`config.mk`:
```
export PLATFORM = sky130hd
export DESIGN_NAME = self_program_flash_control
export DESIGN_NICKNAME = d
export VERILOG_FILES = /design/src/self_program_flash_pkg.sv /design/src/self_program_flash_control.sv
export SDC_FILE = /design/constraint.sdc
export NUM_CORES = 2
export LEC_CHECK = 0
export ABC_AREA = 1
export BUFFER_PORTS_ARGS = -buffer_cell sky130_fd_sc_hd__buf_4
export CORE_MARGIN = 1.5
export CORE_UTILIZATION = 40
export DETAILED_ROUTE_END_ITERATION = 8
export PLACE_DENSITY = 0.61
export SKIP_CTS_REPAIR_TIMING = 1
export SLEW_MARGIN = 5
export SYNTH_ARGS = -nofsm -noshare
export SYNTH_HDL_FRONTEND = slang
export SYNTH_SLANG_ARGS = --single-unit
```
`constraint.sdc`:
```
create_clock -name pclk -period 5.99 [get_ports pclk]
set_input_delay 0.599 -clock pclk [delete_from_list [all_inputs] [get_ports pclk]]
set_output_delay 0.599 -clock pclk [all_outputs]
set_load 0.02 [all_outputs]
```
`src/self_program_flash_pkg.sv`:
```
// constants shared by the self-programming flash controller
package self_program_flash_pkg;
    // apb register map (byte addresses)
    localparam logic [7:0] CTRL_OFFSET   = 8'h00;
    localparam logic [7:0] STATUS_OFFSET = 8'h04;
    localparam logic [7:0] CTRL_RESET    = 8'h00;
    // control register bit positions
    localparam int IRQ_EN_BIT   = 7;
    localparam int BUSY_BIT     = 6;
    localparam int REEN_BIT     = 4;
    localparam int LOCKSEL_BIT  = 3;
    localparam int PGWRITE_BIT  = 2;
    localparam int PGERASE_BIT  = 1;
    localparam int STORE_PROGRAM_ENABLE_BIT    = 0;
    // accepted lower five control patterns
    localparam logic [4:0] CMD_REENABLE = 5'b1_0001;
    localparam logic [4:0] CMD_LOCKSET  = 5'b0_1001;
    localparam logic [4:0] CMD_PGWRITE  = 5'b0_0101;
    localparam logic [4:0] CMD_PGERASE  = 5'b0_0011;
    localparam logic [4:0] CMD_PGLOAD   = 5'b0_0001;
    // arming windows in clock cycles
    localparam logic [2:0] SPM_WINDOW = 3'h4;
    localparam logic [1:0] LPM_WINDOW = 2'h3;
    // flash geometry: 128-word pages, concurrent region is pages 0..223
    localparam int          WORDS_PER_PAGE = 128;
    localparam logic [7:0]  NO_CONCURRENT_READ_REGION_FIRST_PAGE = 8'hE0;
    localparam logic [15:0] ERASED_WORD     = 16'hFFFF;
    // load-program z values selecting fuse and lock bytes
    localparam logic [1:0] SEL_FUSE_LOW  = 2'h0;
    localparam logic [1:0] SEL_LOCK      = 2'h1;
    localparam logic [1:0] SEL_FUSE_EXT  = 2'h2;
    localparam logic [1:0] SEL_FUSE_HIGH = 2'h3;
    localparam logic [1:0] UNUSED_ONES   = 2'h3;
    localparam logic [5:0] EXT_UNUSED    = 6'h3F;
    // operation codes towards the flash array
    localparam logic [1:0] OP_ERASE = 2'h0;
    localparam logic [1:0] OP_WRITE = 2'h1;
    localparam logic [1:0] OP_LOCK  = 2'h2;
    typedef enum logic [1:0] {
        OP_IDLE   = 2'b00,
        OP_LAUNCH = 2'b01,
        OP_RUN    = 2'b11
    } op_state_e;
endpackage

```
`src/self_program_flash_control.sv`:
```
// self-programming controller: control register, page buffer, flash sequencing
`timescale 1ns/10ps
`default_nettype none
module self_program_flash_control
    import self_program_flash_pkg::*;
(
    // clock and reset
    input  wire logic        pclk,
    input  wire logic        presetn,
    // apb slave
    input  wire logic        psel,
    input  wire logic        penable,
    input  wire logic        pwrite,
    input  wire logic [7:0]  paddr,
    input  wire logic [31:0] pwdata,
    output logic             pready,
    output logic             pslverr,
    output logic [31:0]      prdata,
    // core store-program and load-program path
    input  wire logic        spm_strobe,
    input  wire logic        lpm_strobe,
    input  wire logic [15:0] z_pointer,
    input  wire logic [15:0] spm_word,
    output logic             lpm_valid,
    output logic [7:0]       lpm_rdata,
    output logic             cpu_halt,
    output logic             program_ready_irq,
    output logic             concurrent_read_block,
    // eeprom and nonvolatile bytes (raw cell levels, 1 = unprogrammed)
    input  wire logic        eeprom_write_busy,
    input  wire logic [7:0]  fuse_low_byte,
    input  wire logic [7:0]  fuse_high_byte,
    input  wire logic [1:0]  extended_fuse_byte,
    input  wire logic [5:0]  lock_byte,
    // flash array
    input  wire logic        flash_busy,
    input  wire logic [6:0]  flash_buf_index,
    output logic             flash_start,
    output logic [1:0]       flash_cmd,
    output logic [7:0]       flash_page,
    output logic [3:0]       flash_lock_mask,
    output logic [15:0]      flash_buf_word
);

    typedef struct packed {
        logic                      irq_en;
        logic                      busy;
        logic                      reen;
        logic                      locksel;
        logic                      pgwrite;
        logic                      pgerase;
        logic                      store_program_enable;
        logic [2:0]                spm_win;
        logic [1:0]                lpm_win;
        op_state_e                 state;
        logic                      halt;
        logic                      start;
        logic [1:0]                cmd;
        logic [7:0]                page;
        logic [3:0]                mask;
        logic [7:0]                lpm_data;
        logic                      lpm_hit;
        logic [WORDS_PER_PAGE-1:0] valid;
        logic [31:0]               rdata;
        logic                      sync1;
        logic                      sync2;
    } ctrl_s;

    ctrl_s       r_reg;
    ctrl_s       r_next;
    logic [15:0] page_buf [WORDS_PER_PAGE];
    logic [15:0] buf_word_reg;
    logic [4:0]  low5;
    logic        ctrl_wr;
    logic        spm_take;
    logic        lpm_take;
    logic        load_take;
    logic [7:0]  ctrl_view;
    logic [7:0]  nv_byte;

    ////////////////////////////////////////////////////////////////////////////
    // decode of bus and core requests
    // store_program_enable reads set while an operation runs, even across a reset
    assign ctrl_view = {r_reg.irq_en, r_reg.busy, 1'b0, r_reg.reen, r_reg.locksel,
                        r_reg.pgwrite, r_reg.pgerase, r_reg.store_program_enable | r_reg.sync2};
    assign low5      = pwdata[4:0];
    assign ctrl_wr   = psel && penable && pwrite && (paddr == CTRL_OFFSET);
    // store-program only counts while armed and no eeprom write runs
    assign spm_take  = spm_strobe && r_reg.store_program_enable && (r_reg.spm_win != 3'h0)
                       && (r_reg.state == OP_IDLE) && !eeprom_write_busy;
    assign lpm_take  = lpm_strobe && r_reg.store_program_enable && r_reg.locksel
                       && (r_reg.lpm_win != 2'h0) && !eeprom_write_busy;
    assign load_take = spm_take && !r_reg.reen && !r_reg.locksel
                       && !r_reg.pgwrite && !r_reg.pgerase;

    // raw cells pass straight: programmed reads 0, unprogrammed reads 1
    always_comb begin
        unique case (z_pointer[1:0])
            SEL_FUSE_LOW:  nv_byte = fuse_low_byte;
            SEL_LOCK:      nv_byte = {UNUSED_ONES, lock_byte};
            SEL_FUSE_EXT:  nv_byte = {EXT_UNUSED, extended_fuse_byte};
            SEL_FUSE_HIGH: nv_byte = fuse_high_byte;
        endcase
    end

    ////////////////////////////////////////////////////////////////////////////
    // next state
    always_comb begin
        r_next       = r_reg;
        r_next.start = 1'b0;
        r_next.lpm_hit = 1'b0;
        // flash busy is asynchronous to pclk
        r_next.sync1 = flash_busy;
        r_next.sync2 = r_reg.sync1;
        if (r_reg.spm_win != 3'h0) begin
            r_next.spm_win = r_reg.spm_win - 3'h1;
        end
        if (r_reg.lpm_win != 2'h0) begin
            r_next.lpm_win = r_reg.lpm_win - 2'h1;
        end
        // expiry of an unused window drops the command bits
        if (r_reg.spm_win == 3'h1 && r_reg.state == OP_IDLE && !spm_take && !lpm_take) begin
            r_next.store_program_enable   = 1'b0;
            r_next.reen    = 1'b0;
            r_next.locksel = 1'b0;
            r_next.pgwrite = 1'b0;
            r_next.pgerase = 1'b0;
        end
        // apb setup phase captures read data
        if (psel && !penable) begin
            unique case (paddr)
                CTRL_OFFSET:   r_next.rdata = {24'h00_0000, ctrl_view};
                STATUS_OFFSET: r_next.rdata = {28'h000_0000, r_reg.halt, r_reg.sync2,
                                               r_reg.state};
                default:       r_next.rdata = 32'h0000_0000;
            endcase
        end
        // control write: interrupt enable always, command bits only when accepted
        if (ctrl_wr) begin
            r_next.irq_en = pwdata[IRQ_EN_BIT];
            if (!r_reg.store_program_enable && !r_reg.sync2 && !eeprom_write_busy
                && (low5 == CMD_REENABLE || low5 == CMD_LOCKSET || low5 == CMD_PGWRITE
                    || low5 == CMD_PGERASE || low5 == CMD_PGLOAD)) begin
                r_next.reen    = pwdata[REEN_BIT];
                r_next.locksel = pwdata[LOCKSEL_BIT];
                r_next.pgwrite = pwdata[PGWRITE_BIT];
                r_next.pgerase = pwdata[PGERASE_BIT];
                r_next.store_program_enable   = pwdata[STORE_PROGRAM_ENABLE_BIT];
                r_next.spm_win = SPM_WINDOW;
                r_next.lpm_win = LPM_WINDOW;
            end
        end
        // load-program of fuse or lock byte
        if (lpm_take) begin
            r_next.lpm_data = nv_byte;
            r_next.lpm_hit  = 1'b1;
            r_next.store_program_enable    = 1'b0;
            r_next.locksel  = 1'b0;
            r_next.spm_win  = 3'h0;
            r_next.lpm_win  = 2'h0;
        end else if (spm_take) begin
            r_next.spm_win = 3'h0;
            if (r_reg.pgwrite || r_reg.pgerase || r_reg.locksel) begin
                // page address latched; r0 ignored for erase and write
                r_next.start = 1'b1;
                r_next.state = OP_LAUNCH;
                r_next.page  = z_pointer[15:8];
                r_next.mask  = ~spm_word[5:2];
                r_next.cmd   = r_reg.locksel ? OP_LOCK :
                               (r_reg.pgwrite ? OP_WRITE : OP_ERASE);
                if (!r_reg.locksel) begin
                    if (z_pointer[15:8] < NO_CONCURRENT_READ_REGION_FIRST_PAGE) begin
                        r_next.busy = 1'b1;
                    end else begin
                        r_next.halt = 1'b1;
                    end
                end
            end else begin
                r_next.store_program_enable = 1'b0;
                r_next.reen  = 1'b0;
                if (r_reg.reen) begin
                    r_next.busy  = 1'b0;
                    r_next.valid = '0;
                end else begin
                    r_next.busy = 1'b0;
                    r_next.valid[z_pointer[7:1]] = 1'b1;
                end
            end
        end
        // operation sequencing: wait for busy to rise, then to fall
        unique case (r_reg.state)
            OP_IDLE: begin
            end
            OP_LAUNCH: begin
                if (r_reg.sync2) begin
                    r_next.state = OP_RUN;
                end
            end
            OP_RUN: begin
                if (!r_reg.sync2) begin
                    r_next.state   = OP_IDLE;
                    r_next.store_program_enable   = 1'b0;
                    r_next.halt    = 1'b0;
                    r_next.locksel = 1'b0;
                    r_next.pgerase = 1'b0;
                    r_next.pgwrite = 1'b0;
                    if (r_reg.cmd == OP_WRITE) begin
                        r_next.valid = '0;
                    end
                end
            end
        endcase
    end

    ////////////////////////////////////////////////////////////////////////////
    // state register; a running flash write is never aborted by reset
    always_ff @(posedge pclk or negedge presetn) begin
        if (!presetn) begin
            r_reg <= '0;
        end else begin
            r_reg <= r_next;
        end
    end

    // page buffer storage; erased state comes from the valid bits, no reset needed
    always_ff @(posedge pclk) begin
        if (load_take) begin
            page_buf[z_pointer[7:1]] <= spm_word;
        end
        buf_word_reg <= r_reg.valid[flash_buf_index] ? page_buf[flash_buf_index]
                                                     : ERASED_WORD;
    end

    ////////////////////////////////////////////////////////////////////////////
    // outputs
    assign pready                = 1'b1;
    assign pslverr               = psel && penable && (paddr != CTRL_OFFSET)
                                   && (paddr != STATUS_OFFSET);
    assign prdata                = r_reg.rdata;
    assign lpm_valid             = r_reg.lpm_hit;
    assign lpm_rdata             = r_reg.lpm_data;
    assign cpu_halt              = r_reg.halt;
    assign program_ready_irq     = r_reg.irq_en && !ctrl_view[STORE_PROGRAM_ENABLE_BIT];
    assign concurrent_read_block = r_reg.busy;
    assign flash_start           = r_reg.start;
    assign flash_cmd             = r_reg.cmd;
    assign flash_page            = r_reg.page;
    assign flash_lock_mask       = r_reg.mask;
    assign flash_buf_word        = buf_word_reg;
endmodule
`default_nettype wire

```
Yosys cells after proc, flatten, opt, wreduce, memory -nomap -nowiden. Memory sizes are Yosys's and may differ from the RTL's. A register that Yosys moved wholly into a read port is not among the register bits. Index checks and enable logic that the tools add are counted.

$add $sub $neg: 2. Multiply operators: 0. Divide/modulo/power cells: 0. $lt $le $gt $ge: 4. Eq/ne operators: 16. Shift-type cells: 0. Muxes and demuxes: 45. Bitwise logic cells: 4. Reduce and logical (&&, ||, !) cells: 52.

Operators with widths (count): 128-bit two-way mux (7); 128-bit OR (1); 18-bit two-way mux (3); 8-bit one-hot mux with 4 select lines (1); 1-bit logical AND (26); 10-bit two-way mux (2); 1-bit two-way mux (17); 7-bit by 8-bit < comparator with 1-bit output (second input constant) (2); 4-bit two-way mux (4); 8-bit one-hot mux with 2 select lines (1); 1-bit logical NOT (12); 8-bit by 3-bit == test with 1-bit output (second input constant) (1); 8-bit logical NOT (1); 8-bit < comparator (second input constant) (1); 2-bit two-way mux (4); 8-bit by 3-bit != test with 1-bit output (second input constant) (1); 8-bit nonzero test (1); 1-bit binary-select mux with 7-bit select (1); 1-bit demux with 7-bit select (1); 7-bit by 1-bit >= comparator with 1-bit output (second input constant) (1); 2-bit by 1-bit == test with 1-bit output (second input constant) (3); 2-bit == test (second input constant) (3); 1-bit logical OR (6); 3-bit two-way mux (2); other kinds (20) (21).

Bits in registers: 201. Bits in latches: 0. Bits in writable memories: 2048. Memory bits (read-only): 0. Memories kept: 1.

Memory list: page_buf (words 128, width 16, read ports 1, clocked after Yosys merged registers in 1, write ports 1, line self_program_flash_control.sv:71) `logic [15:0] page_buf [WORDS_PER_PAGE];`.

Depth between registers and ports, before layout.
Depth after elaboration: 15. Mapped depth: 15.

Least setup slack after synthesis. Ideal clock, no wire load.

Kind: in2reg. Start point: in z_pointer[3]. End point: mem page_buf[102][0] (enable). Library setup time: 0.409 ns. Arrival: 2.755 ns. Data required time: 5.581 ns. Slack: 2.826 ns. Stages: 6. Buffers on the path: 2. Cell sequence: buf_2 > inv_1 > nor3_2 > inv_1 > buf_2 > nor3_1.

RTL lines: start: declaration (line self_program_flash_control.sv:22) `input wire logic [15:0] z_pointer,`; end: declaration (line self_program_flash_control.sv:71).

No word-level cell before the write port.

Final worst setup path.
Start point: reg r_reg[191] (netlist name). End point: mem page_buf[84][12] (enable).

Word-level cells in the longest chain between the ends: 10.

RTL lines: start: declaration (line self_program_flash_control.sv:69) `ctrl_s r_reg;`; start signal: assignment (line self_program_flash_control.sv:221) `r_reg <= r_next;`; 3-bit nonzero test (line self_program_flash_control.sv:89) `assign spm_take = spm_strobe && r_reg.store_program_enable && (r_reg.spm_win != 3'h0)`; 1-bit logical AND (line self_program_flash_control.sv:89); 1-bit logical AND (2 in series) (line self_program_flash_control.sv:90) `&& (r_reg.state == OP_IDLE) && !eeprom_write_busy;`; 1-bit logical AND (2 in series) (line self_program_flash_control.sv:93) `assign load_take = spm_take && !r_reg.reen && !r_reg.locksel`; 1-bit logical AND (2 in series) (line self_program_flash_control.sv:94) `&& !r_reg.pgwrite && !r_reg.pgerase;`; 1-bit two-way mux (line self_program_flash_control.sv:227) `if (load_take) begin`; 1-bit two-way mux (not written as such) (line self_program_flash_control.sv:228) `page_buf[z_pointer[7:1]] <= spm_word;`.

No other way between the ends.

==> flow_metrics.py <==
metrics = {
    "outcome": {
        "status": "finished clean",
    },
    "finish": {
        "stdcell_area_mm2": 0.104,
        "final_common_cell": "nand2_1",
        "utilization_pct": 45.0,
        "final_cell_mix": "nand2_1, edfxtp_1, nand3_1",
        "area_delta_synth_final_pct": 11.6,
        "largest_reg_flops": 2048,
        "layout-drive-gt1-share_pct": 9.72,
        "nets": 8227,
    },
    "die": {
        "die_w_um": 486,
        "coreArea_mm2": 0.231,
        "ios": 189,
        "die_area_mm2": 0.236,
        "dieHeight_um": 486,
        "initial_utilization_pct": 40.4,
        "rows": 176,
    },
    "clocking": {
        "clock_sinks": 2240,
        "htree_levels": 4,
        "numCtsBuffers": 221,
        "insertion_delay_ps": 870,
        "ctsLongestPathBuffers": 3,
        "clk_pin_slew_ps": 60,
        "cts_root_buffer": "clkbuf_16",
        "cts_tree": "built",
    },
    "setup_path": {
        "critical-path-top-delay-family": "simple AND/OR/NAND/NOR gates",
        "worstPathArrival_ps": 4340,
        "ff2ff_path_depth": 11,
        "r2r_end": "page_buf[84][12]",
        "required_ps": 6560,
        "critPathMaxStageDelay_ps": 710,
        "crit_buf_inv": 5,
        "critical_path.cell_chain": "inv_1 -> ha_1 -> inv_1 -> nor2_1 -> nor4_4 -> inv_1 -> nor2_1 -> nand2_4 -> buf_4 -> nor3_2 -> buf_4",
        "r2r-start": "r_reg[191]",
        "rrSetupSlack_ps": 2220,
        "worstSetupPathType": "flip-flop to flip-flop",
        "critPathSlowestCell": "nor3_2",
        "path_common_cell": "inv_1",
        "endpoint_kind": "flip-flop",
        "cp_max_fo": 39,
        "start_kind": "flip-flop",
    },
    "hold_path": {
        "min_path_cells": 3,
        "min_to": "lpm_rdata[4]",
        "hold_path_class": "input port to flip-flop",
        "hold_path_startpoint": "lock_byte[4]",
    },
    "routing": {
        "antenna_left": 0,
        "vias": 62100,
        "drt_wl_total_mm": 256,
        "first_iter_violations": 8068,
        "vias_per_cell": 5.48,
        "drtPass1Iterations": 6,
        "wl_per_cell_um": 22.6,
        "drc_errors": 0,
    },
    "timing": {
        "tightest_slew_ps": 1290,
        "period_share_pct": 63.0,
        "fin_crit_ps": 3770,
        "slew_violations": 0,
        "setup_viol": 0,
        "skew_ps": 43.7,
        "rsz0062_at_grt": "false",
        "maxSlewHeadroom_pct": 13.7,
        "fmax_mhz": 265,
        "hold_violations": 0,
        "finalSetupTns_ps": 0,
    },
    "global_route": {
        "gr-usage-all-layers_pct": 21.1,
        "grt_max_degree": 223,
        "grt_pass1_vias": 58200,
        "antenna_found_initial": 14,
        "grt.overflow.total": 0,
        "grt_pass1_wl_mm": 377,
    },
    "placement": {
        "gp_congestion": 0.887,
        "dpl-instance-area_mm2": 0.0967,
        "dp_hpwl_mm": 134,
        "port-buffer-count": 136,
    },
    "synthesis": {
        "synth_area_mm2": 0.0931,
        "yosysUniqueCellTypes": 44,
        "synthFlopType": "edfxtp_1",
        "async_flop_share_pct": 7.86,
        "yosys_warnings": 0,
        "syn_inst": 8112,
        "yosys_register_bits": 2240,
        "synth_area_per_cell_um2": 11.5,
        "ys_seq_area_share_pct": 71.1,
        "synth_edf_count": 2048,
    },
    "run": {
        "max_cap_viol_count": 0,
    },
    "power_and_ir_drop": {
        "ir_worst_vdd_v": 0.000352,
        "leakagePower_nw": 37.7,
        "p_per_area_mw_per_mm2": 318,
    },
}
-- report_power, final --
part           leakage, nW  internal [mW]  switching (mW)
clock                 3.49           7.74            5.99
sequential            21.0           17.1          0.0300
combinational         13.3          0.511            1.66
-- through the flow --
step / hold slack (ps) / setup WS, ps / total power, mW / instances
after floorplan: 303 / 2830 / 18.7 / 8136
after global placement: 334 / 2020 / 19.6 / 10900
after detailed placement: 341 / 2010 / 19.6 / 10900
after CTS: -209 / 2220 / 33.2 / 11300
after global routing: 0.254 / 1940 / 34.0 / 11300
final: 26.5 / 2220 / 33.0 / 11300
-- worst reg2reg max path, cell delays in order, from the launching register on --
cell and delay (ps):
dfrtp_1 380, inv_1 70, ha_1 190, inv_1 50, nor2_1 80, nor4_4 280, inv_1 70, nor2_1 250
nand2_4 480, buf_4 590, nor3_2 710, buf_4 320
-- cells by family after synthesis --
family / share of synthesized area (%)
xor+xnor: 0.0188
compound gates: 1.24
simple gates: 23.0
buf+inv: 4.55
other cells: 0.00806
mux: 0.0121
flops: 71.1
fa+ha+maj: 0.0403
-- cells in the mapped netlist (3+ instances only) --
| cell type | instances | area, µm² |
|---|---|---|
| a21oi_1 | 18 | 90.1 |
| clkbuf_1 | 70 | 263 |
| nand3_1 | 1890 | 9460 |
| inv_1 | 62 | 233 |
| buf_6 | 112 | 1260 |
| dfrtp_1 | 176 | 4400 |
| o21ai_0 | 22 | 110 |
| nor3_2 | 8 | 80.1 |
| buf_2 | 255 | 1280 |
| nand4_1 | 3 | 18.8 |
| buf_8 | 13 | 195 |
| ha_1 | 3 | 37.5 |
| inv_2 | 6 | 22.5 |
| nor3_1 | 133 | 666 |
| edfxtp_1 | 2048 | 61500 |
| nor2_1 | 182 | 683 |
| clkinv_1 | 3 | 11.3 |
| a31oi_1 | 128 | 801 |
| a22o_1 | 3 | 26.3 |
| nand2_1 | 2783 | 10400 |
| a41oi_1 | 4 | 35.0 |
| buf_1 | 42 | 158 |
| dfxtp_1 | 16 | 320 |
| buf_4 | 104 | 781 |
-- metal layers --
metal,part of all wire [%],vias up,global-route usage [%]
met4,3.1,14,7.02
met2,46,2720,32.8
met3,9.1,412,3.71
met1,42,30600,30.1
li1,-,28400,-
met5,0.060,-,0.245
-- worst max path at each step --
stage,to,start,slack (ps),cells after the start
2_1_floorplan,page_buf[102][0],z_pointer[3],2830,6
3_3_place_gp,flash_buf_word[10],flash_buf_index[0],2020,13
3_5_place_dp,flash_buf_word[2],flash_buf_index[0],2010,13
4_1_cts,page_buf[84][12],r_reg[191],2220,11
5_1_grt,page_buf[87][12],r_reg[191],1940,11
6_report,page_buf[84][12],r_reg[191],2220,11
-- final cells by class --
cell class / instances / area [µm²]
repair buffers: 350 / 3010
diodes: 4 / 10.0
fillers: 20800 / 127000
well taps: 3026 / 3790
inverters: 73 / 327
clock inverters: 130 / 1250
clock buffers: 286 / 5910
flip-flops and latches: 2240 / 66200
multi-input cells: 5226 / 23400
Power figures use the tool's default switching activity.
